### src/fspc_pkg.sv
// Package for the flash self-programming control block: offsets, fields, timing
package fspc_pkg;
	// Register byte offsets
	localparam logic [11:0] REG_MODE     = 12'h000;
	localparam logic [11:0] REG_CMD      = 12'h004;
	localparam logic [11:0] REG_ADDR     = 12'h008;
	localparam logic [11:0] REG_WDATA    = 12'h00c;
	localparam logic [11:0] REG_STATUS   = 12'h010;
	localparam logic [11:0] REG_SECURITY = 12'h014;
	localparam logic [11:0] REG_RDATA    = 12'h018;

	// Commands written to the flash command register
	localparam logic [7:0] CMD_NONE  = 8'h00;
	localparam logic [7:0] CMD_WRITE = 8'h01;
	localparam logic [7:0] CMD_ERASE = 8'h02;
	localparam logic [7:0] CMD_READ  = 8'h03;

	// Field positions
	localparam int MODE_ENTER_BIT = 0;
	localparam int SEC_LOCK_BIT   = 0;
	localparam int ST_BUSY_BIT    = 0;
	localparam int ST_MODE_BIT    = 1;
	localparam int ST_PROT_BIT    = 2;
	localparam int ST_LOCK_BIT    = 3;

	// Data values
	localparam logic [7:0]  BLANK_BYTE = 8'hff;
	localparam logic [31:0] ZERO_WORD  = 32'h0000_0000;

	// Timing
	localparam int CLK_HZ          = 40_000_000;
	localparam int WAKE_US         = 10;
	localparam int WAKE_EXTRA_CLKS = 2;
	localparam int WAKE_CYCLES     = (WAKE_US * CLK_HZ) / 1_000_000 + WAKE_EXTRA_CLKS;
	// Edges lost between the HALT and the wake count: two sync flops and the state hop
	localparam int HALT_SYNC_CLKS  = 3;
	localparam int OP_CYCLES       = 8;

	typedef enum logic [2:0] {
		FSPC_NORMAL,
		FSPC_WAIT_HALT,
		FSPC_WAKE,
		FSPC_IDLE,
		FSPC_WRITE,
		FSPC_ERASE,
		FSPC_READ
	} fspc_state_e;
endpackage : fspc_pkg

### src/fspc_ctrl.sv
// Flash self-programming sequencer with APB registers and CPU stall control
//
// The register addresses and the APB interface to the registers were left to the implementer.
`timescale 1ns/1ps
module fspc_ctrl #(
	parameter int BLOCKS      = 4,
	parameter int BLOCK_BYTES = 16,
	parameter int WAKE_CYCLES = fspc_pkg::WAKE_CYCLES
) (
	input  wire logic        pclk,         // Bus clock, 40 MHz
	input  wire logic        presetn,      // Asynchronous reset, active low
	input  wire logic        psel,         // APB select
	input  wire logic        penable,      // APB access phase
	input  wire logic        pwrite,       // APB direction
	input  wire logic [11:0] paddr,        // APB byte address
	input  wire logic [31:0] pwdata,       // APB write data
	output logic      [31:0] prdata,       // APB read data
	output logic             pready,       // APB ready
	output logic             pslverr,      // APB error, unmapped address
	input  wire logic        cpu_halt,     // CPU executed HALT
	input  wire logic        irq_req,      // Interrupt request from sources
	output logic             irq_ack_ok,   // Interrupt may be acknowledged
	output logic             irq_pending,  // Request held during mode
	output logic             cpu_stall,    // Stall instruction fetch
	output logic             halt_release, // Wake pulse for the CPU
	output logic             pin_hold,     // Keep pins as in halt standby
	output logic             ram_req       // System RAM request, never used
);
	localparam int DEPTH = BLOCKS * BLOCK_BYTES;
	localparam int AW    = $clog2(DEPTH);
	localparam int CW    = 16;

	typedef struct packed {
		fspc_pkg::fspc_state_e state;
		logic [CW-1:0]         cnt;
		logic [7:0]            cmd;
		logic [AW-1:0]         addr;
		logic [7:0]            wdata;
		logic [7:0]            rdata;
		logic                  lock;
		logic                  prot_err;
		logic                  irq_pend;
		logic                  rel;
		logic [31:0]           prdata;
	} fspc_state_s;

	fspc_state_s   s_q, s_d;
	logic [7:0]    mem_q [DEPTH];
	logic          mem_we;
	logic [AW-1:0] mem_wa;
	logic [7:0]    mem_wd;
	logic          era_we;
	logic          wr_acc, rd_acc, busy, mode;
	logic          halt_s1_q, halt_s2_q, irq_s1_q, irq_s2_q;

	// Two-stage synchronisers for the CPU side strobes
	always_ff @(posedge pclk or negedge presetn) begin
		if (!presetn) begin
			halt_s1_q <= 1'b0;
			halt_s2_q <= 1'b0;
			irq_s1_q  <= 1'b0;
			irq_s2_q  <= 1'b0;
		end else begin
			halt_s1_q <= cpu_halt;
			halt_s2_q <= halt_s1_q;
			irq_s1_q  <= irq_req;
			irq_s2_q  <= irq_s1_q;
		end
	end

	assign wr_acc = psel && penable && pwrite;
	assign rd_acc = psel && penable && !pwrite;
	assign busy   = s_q.state inside {fspc_pkg::FSPC_WRITE, fspc_pkg::FSPC_ERASE, fspc_pkg::FSPC_READ};
	assign mode   = s_q.state != fspc_pkg::FSPC_NORMAL;

	// Block of the current address, used for erase decode
	function automatic logic [AW-1:0] blk_base(input logic [AW-1:0] a);
		blk_base = a - AW'(a % AW'(BLOCK_BYTES));
	endfunction : blk_base

	// Next state of the whole block
	always_comb begin
		s_d     = s_q;
		s_d.rel = 1'b0;
		mem_we  = 1'b0;
		mem_wa  = s_q.addr;
		mem_wd  = s_q.wdata;
		era_we  = 1'b0;
		// Register writes; command and pointers ignored while busy
		if (wr_acc && !busy) begin
			case (paddr)
				fspc_pkg::REG_MODE: begin
					if (pwdata[fspc_pkg::MODE_ENTER_BIT] && !mode) begin
						s_d.state = fspc_pkg::FSPC_WAIT_HALT;
					end else if (!pwdata[fspc_pkg::MODE_ENTER_BIT] && mode) begin
						s_d.state = fspc_pkg::FSPC_NORMAL;
					end
				end
				fspc_pkg::REG_CMD:      s_d.cmd   = pwdata[7:0];
				fspc_pkg::REG_ADDR:     s_d.addr  = pwdata[AW-1:0];
				fspc_pkg::REG_WDATA:    s_d.wdata = pwdata[7:0];
				// Lock is one way; only reset clears it
				fspc_pkg::REG_SECURITY: s_d.lock  = s_q.lock | pwdata[fspc_pkg::SEC_LOCK_BIT];
				fspc_pkg::REG_STATUS: begin
					if (pwdata[fspc_pkg::ST_PROT_BIT]) begin
						s_d.prot_err = 1'b0;
					end
				end
				default: ;
			endcase
		end
		// Read data captured in the setup cycle, so access takes no wait
		if (psel && !penable && !pwrite) begin
			case (paddr)
				fspc_pkg::REG_MODE:     s_d.prdata = {31'h0, mode};
				fspc_pkg::REG_CMD:      s_d.prdata = {24'h0, s_q.cmd};
				fspc_pkg::REG_ADDR:     s_d.prdata = 32'(s_q.addr);
				fspc_pkg::REG_WDATA:    s_d.prdata = {24'h0, s_q.wdata};
				fspc_pkg::REG_SECURITY: s_d.prdata = {31'h0, s_q.lock};
				fspc_pkg::REG_RDATA:    s_d.prdata = {24'h0, s_q.rdata};
				fspc_pkg::REG_STATUS: begin
					s_d.prdata = fspc_pkg::ZERO_WORD;
					s_d.prdata[fspc_pkg::ST_BUSY_BIT] = busy;
					s_d.prdata[fspc_pkg::ST_MODE_BIT] = mode;
					s_d.prdata[fspc_pkg::ST_PROT_BIT] = s_q.prot_err;
					s_d.prdata[fspc_pkg::ST_LOCK_BIT] = s_q.lock;
				end
				default:                s_d.prdata = fspc_pkg::ZERO_WORD;
			endcase
		end
		if (mode && irq_s2_q) begin
			s_d.irq_pend = 1'b1;
		end else if (!mode) begin
			s_d.irq_pend = 1'b0;
		end
		case (s_q.state)
			fspc_pkg::FSPC_NORMAL: s_d.cnt = '0;
			fspc_pkg::FSPC_WAIT_HALT: begin
				if (halt_s2_q) begin
					s_d.state = fspc_pkg::FSPC_WAKE;
					s_d.cnt   = '0;
				end
			end
			// bounded halt release
			// Synchroniser latency is taken off so the bound holds from the HALT itself
			fspc_pkg::FSPC_WAKE: begin
				s_d.cnt = s_q.cnt + CW'(1);
				if (s_q.cnt >= CW'(WAKE_CYCLES - fspc_pkg::HALT_SYNC_CLKS - 1)) begin
					s_d.rel   = 1'b1;
					s_d.state = fspc_pkg::FSPC_IDLE;
					s_d.cnt   = '0;
				end
			end
			fspc_pkg::FSPC_IDLE: begin
				s_d.cnt = '0;
				if (wr_acc && paddr == fspc_pkg::REG_CMD) begin
					case (pwdata[7:0])
						fspc_pkg::CMD_WRITE: s_d.state = fspc_pkg::FSPC_WRITE;
						fspc_pkg::CMD_ERASE: s_d.state = fspc_pkg::FSPC_ERASE;
						fspc_pkg::CMD_READ:  s_d.state = fspc_pkg::FSPC_READ;
						default: ;
					endcase
				end
			end
			// command runs for a fixed time
			fspc_pkg::FSPC_WRITE, fspc_pkg::FSPC_ERASE, fspc_pkg::FSPC_READ: begin
				s_d.cnt = s_q.cnt + CW'(1);
				if (s_q.cnt >= CW'(fspc_pkg::OP_CYCLES - 1)) begin
					s_d.state = fspc_pkg::FSPC_IDLE;
					s_d.cmd   = fspc_pkg::CMD_NONE;
					if (s_q.state == fspc_pkg::FSPC_ERASE) begin
						if (s_q.lock) begin
							s_d.prot_err = 1'b1;
						end else begin
							era_we = 1'b1;
						end
					end else if (s_q.state == fspc_pkg::FSPC_WRITE) begin
						if (s_q.lock && mem_q[s_q.addr] != fspc_pkg::BLANK_BYTE
							&& mem_q[s_q.addr] != s_q.wdata) begin
							s_d.prot_err = 1'b1;
						end else begin
							// Flash can only clear bits
							mem_we = 1'b1;
							mem_wd = mem_q[s_q.addr] & s_q.wdata;
						end
					end else begin
						s_d.rdata = mem_q[s_q.addr];
					end
				end
			end
			default: s_d.state = fspc_pkg::FSPC_NORMAL;
		endcase
	end

	// State register
	always_ff @(posedge pclk or negedge presetn) begin
		if (!presetn) begin
			s_q <= '{state: fspc_pkg::FSPC_NORMAL, prdata: fspc_pkg::ZERO_WORD, default: '0};
		end else begin
			s_q <= s_d;
		end
	end

	// Flash array, no reset; contents are unknown until first erase
	// erase fills block with blank
	always_ff @(posedge pclk) begin
		if (era_we) begin
			for (int i = 0; i < BLOCK_BYTES; i++) begin
				mem_q[blk_base(s_q.addr) + AW'(i)] <= fspc_pkg::BLANK_BYTE;
			end
		end else if (mem_we) begin
			mem_q[mem_wa] <= mem_wd;
		end
	end

	assign prdata       = s_q.prdata;
	assign pready       = 1'b1;
	assign pslverr      = psel && penable && !(paddr inside {fspc_pkg::REG_MODE, fspc_pkg::REG_CMD,
		fspc_pkg::REG_ADDR, fspc_pkg::REG_WDATA, fspc_pkg::REG_STATUS, fspc_pkg::REG_SECURITY,
		fspc_pkg::REG_RDATA});
	assign cpu_stall    = busy;
	assign halt_release = s_q.rel;
	assign irq_pending  = s_q.irq_pend;
	assign irq_ack_ok   = !mode;
	assign pin_hold     = mode;
	assign ram_req      = 1'b0;
endmodule : fspc_ctrl

### config.mk
export PLATFORM = sky130hd
export DESIGN_NAME = fspc_ctrl
export DESIGN_NICKNAME = d
export VERILOG_FILES = /design/src/fspc_pkg.sv /design/src/fspc_ctrl.sv
export SDC_FILE = /design/constraint.sdc
export NUM_CORES = 1
export LEC_CHECK = 0
export BUFFER_PORTS_ARGS = -buffer_cell sky130_fd_sc_hd__buf_2
export CORE_ASPECT_RATIO = 0.9
export CORE_UTILIZATION = 50
export DETAILED_ROUTE_END_ITERATION = 8
export PLACE_DENSITY_LB_ADDON = 0.15
export SLEW_MARGIN = 40
export SYNTH_ARGS = -nofsm -noshare
export SYNTH_HDL_FRONTEND = slang
export SYNTH_SLANG_ARGS = --single-unit
export TNS_END_PERCENT = 10
### constraint.sdc
create_clock -name pclk -period 5 [get_ports pclk]
set_input_delay 0 -clock pclk [delete_from_list [all_inputs] [get_ports pclk]]
set_output_delay 0 -clock pclk [all_outputs]
set_load 0.01 [all_outputs]
==> flow_metrics.py <==
metrics = {
    "run_status": {
        "status": "complete, but fails checks",
        "violations": "design-rule violations",
    },
    "critical_path": {
        "crit_family": "simple AND/OR/NAND/NOR gates",
        "crit_cells": 15,
        "timing.critical_path.arrival_ns": 5.13,
        "cp_slowest_cell": "dfrtp_4",
        "slowest_delay_ns": 0.56,
        "critPathMostFrequentCell": "buf_4",
        "crit_buf_inv": 5,
        "worstSetupPathType": "flip-flop to flip-flop",
        "crit_path_end_kind": "flip-flop",
        "crit_path_start_kind": "flip-flop",
        "crit_required_ns": 5.49,
        "worst_r2r_path_depth": 15,
        "critPathMaxFanout": 26,
        "path_cells": "buf_12, mux4_2, a22oi_1, a21oi_1, nor4_1, buf_4, inv_1, ha_1, nor4_1, nand2_1, o211a_4, nor4_4, buf_4, buf_4, mux2i_1",
    },
    "synth": {
        "synthArstFlopShare_pct": 11.27,
        "yosysSeqAreaShare_pct": 45.23,
        "yosys_warnings": 0,
        "syn_inst": 2401,
        "syn-cell-area_um2": 26970,
        "ys_ff_latch": 577,
        "postSynthAreaPerCell_um2": 11.23,
        "synth_flop_cell": "dfxtp_1",
        "synth.distinct_cells": 50,
        "synth-edff-count": 32,
    },
    "pwr": {
        "switching_share_pct": 20.87,
        "p_int_mw": 7.468,
        "power_density_nw_per_um2": 297.2,
        "p_seq_share_pct": 49.2,
        "clockPowerShare_pct": 50.0,
        "pwr-share-comb_pct": 0.8,
        "peakVddDrop_mv": 0.3009,
        "power.switching_mw": 1.970,
        "p_leak_nw": 10.88,
    },
    "finish": {
        "nets": 2569,
        "fill_cells": 4273,
        "diodes": 0,
        "drive_gt1_share_pct": 21.81,
        "final_cells": 3255,
        "final_area_um2": 31750,
        "syn2layout_area_growth_pct": 17.74,
    },
    "cts": {
        "cts_buffers": 59,
        "path_clk_slew_ns": 0.07,
        "htreeDepth": 2,
        "clkSinkCount": 577,
        "clk_path_buf_depth": 3,
        "insertion_delay_ns": 0.62,
        "tritoncts": "built",
        "cts-root-buf": "clkbuf_16",
    },
    "die": {
        "dieArea_um2": 54870,
        "initial_core_util_pct": 50.74,
        "die_h_um": 222.3,
        "io_pins": 91,
        "die_w_um": 246.8,
        "fp.coreArea_um2": 53150,
        "row_count": 80,
    },
    "placed_design": {
        "dpl_worst_slack_ns": 0.08675,
        "port_buffers": 40,
        "postPlaceCellArea_um2": 29300,
        "gp_congestion": 0.8923,
        "dpl.hpwl_mm": 47.22,
        "dp_cells": 3111,
    },
    "sta": {
        "rsz0062_at_grt": "false",
        "setup_slack_ns": 0.3538,
        "drv_slew": 0,
        "skew_ns": 0.01796,
        "max_freq_mhz": 215.2,
        "tightest_slew_ns": 0.8313,
        "finalHoldViolCount": 0,
        "setup_viol": 0,
        "slew_headroom_pct": 44.58,
        "fin_crit_sh_pct": 92.92,
        "final.setup.tns_ns": 0,
        "fin_crit_ns": 4.646,
    },
    "grt": {
        "grt_pass1_wl_mm": 110.8,
        "use_met2_pct": 41.24,
        "grt_use_met1_pct": 36.98,
        "grt_pass1_vias": 18584,
        "grt_antenna_before_repair": 1,
        "met3_usage_pct": 4.759,
        "grt_usage_pct": 26.23,
        "grt_start_max_net_pins": 121,
        "overflow": 0,
        "top_usage_layer": "met2",
    },
    "detailed_routing": {
        "wl_mm": 71.98,
        "dr_total_vias": 18847,
        "first_pass_iters": 7,
        "drt-initial-drc-count": 1622,
        "drc_errors": 2,
        "wl_per_cell_um": 22.11,
        "viasPerCell": 5.790,
        "ant_nets": 0,
    },
    "min_path": {
        "hp-class": "input pin to asynchronous set/reset pin",
    },
    "run": {
        "max_cap_viol_count": 0,
    },
}
what timing repair did:
item,CTS,global route
hold endpoints to repair,102,0
gates resized for setup,0,2
hold buffers,24,0
setup buffers,0,9
setup endpoints to repair,0,220
cells in the final DEF, fill, tap and decap left out, types with 24 or more instances in the layout:
| master | Yosys | layout |
|---|---|---|
| nor2_1 | 514 | 509 |
| buf_12 | 2 | 82 |
| buf_2 | 23 | 40 |
| buf_4 | 44 | 100 |
| inv_1 | 25 | 25 |
| nor4_4 | 66 | 68 |
| o21ai_0 | 41 | 41 |
| dfxtp_1 | 480 | 480 |
| edfxtp_1 | 32 | 32 |
| a22oi_1 | 65 | 64 |
| dlygate4sd3_1 | 0 | 24 |
| nand2_1 | 67 | 67 |
| clkbuf_16 | 0 | 69 |
| dfrtp_1 | 65 | 63 |
| a21oi_1 | 60 | 59 |
| mux2i_1 | 485 | 485 |
| mux4_2 | 129 | 129 |
| conb_1 | 2 | 26 |
per-stage QoR:
step,hold slack (ns),total power [mW],utilization (%)
after floorplan,-0.2956,4.791,-
after global placement,0.1082,4.806,55.07
after detailed placement,0.1097,4.807,55.12
after CTS,0.003948,9.507,59.55
after global routing,0.01901,9.716,59.74
final,0.005864,9.439,59.74
Yosys cell counts (3+ instances only):
| master | n | area [µm²] |
|---|---|---|
| buf_6 | 15 | 168.9 |
| buf_1 | 17 | 63.81 |
| buf_4 | 44 | 330.3 |
| nand3_1 | 18 | 90.09 |
| buf_8 | 6 | 90.09 |
| a31oi_1 | 3 | 18.77 |
| mux2i_1 | 485 | 4855 |
| a22o_1 | 4 | 35.03 |
| ha_1 | 10 | 125.1 |
| dfrtp_1 | 65 | 1627 |
| o31ai_1 | 6 | 45.04 |
| mux4_2 | 129 | 2905 |
| nor3_1 | 11 | 55.05 |
| nand2b_1 | 9 | 56.30 |
| nand2_1 | 67 | 251.5 |
| edfxtp_1 | 32 | 960.9 |
| nor2b_1 | 10 | 62.56 |
| o21ai_0 | 41 | 205.2 |
| a21oi_1 | 60 | 300.3 |
| mux2_2 | 16 | 180.2 |
| nor2_1 | 514 | 1929 |
| nor4_1 | 17 | 106.4 |
| or3_1 | 5 | 31.28 |
| or4_1 | 3 | 22.52 |
| nor4_4 | 66 | 1404 |
| dfxtp_1 | 480 | 9609 |
| clkbuf_1 | 118 | 442.9 |
| and3_1 | 5 | 31.28 |
| inv_1 | 25 | 93.84 |
| o211ai_1 | 3 | 22.52 |
| buf_2 | 23 | 115.1 |
| a22oi_1 | 65 | 488.0 |
| and2_1 | 5 | 31.28 |
sequential cells by signal (all words and copies together), names as in the netlist:
register	flops
halt_release	1
halt_s1_q	1
halt_s2_q	1
irq_pending	1
irq_s1_q	1
irq_s2_q	1
mem_q	512
mem_wa	6
prdata	8
s_q	45
worst paths after layout:
| kind | end | slack [ns] | from |
|---|---|---|---|
| max in group asynchronous | mem_wa[1] | 4.53 | presetn |
| worst min register to register | halt_s2_q | 0.35 | halt_s1_q |
| worst min-delay path | s_q[72] | 0.006 | presetn |
| worst max register to register | mem_q[37][1] | 0.35 | mem_wa[1] |
| worst max-delay path | mem_q[37][1] | 0.35 | mem_wa[1] |
| min in group pclk | halt_s1_q | 0.02 | cpu_halt |
cell families after synthesis:
family	Yosys count	share of synthesized area [%]
AND/OR/NAND/NOR	738	15.35
multiplexers	630	29.44
flip-flops	577	45.23
buffers and inverters	250	4.987
AO/OA/AOI/OAI	192	4.435
adder cells (fa/ha/maj)	10	0.4640
other	2	0.02785
XOR/XNOR	2	0.06497
tightest hold or removal path: cells and delay by family:
| family | cells | cell delay, ns |
|---|---|---|
| buffers and inverters | 3 | 1.09 |
power groups by stage:
| stage | Combinational, mW | Sequential (mW) | Clock, mW |
|---|---|---|---|
| final | 0.0788 | 4.64 | 4.72 |
| after global routing | 0.0859 | 4.64 | 4.99 |
| after CTS | 0.0773 | 4.64 | 4.79 |
| after detailed placement | 0.0635 | 4.74 | 0 |
| after global placement | 0.0628 | 4.74 | 0 |
| after floorplan | 0.0478 | 4.74 | 0 |
area by class of cell:
class / count / area (µm²) / area share [%]
Timing Repair Buffer: 247 / 2844 / 8.957
Inverter: 25 / 93.84 / 0.2955
Multi-Input combinational cell: 1598 / 13630 / 42.91
Tap cell: 697 / 872.1 / 2.746
Clock inverter: 31 / 305.3 / 0.9615
Sequential cell: 577 / 12200 / 38.43
Clock buffer: 80 / 1808 / 5.694
metal layers:
layer / share of wire [%] / routed length (µm)
met5: 0.014 / 10
met1: 45 / 32740
met3: 5.6 / 4057
met2: 46 / 33460
met4: 2.4 / 1710
Power figures use the tool's default switching activity.
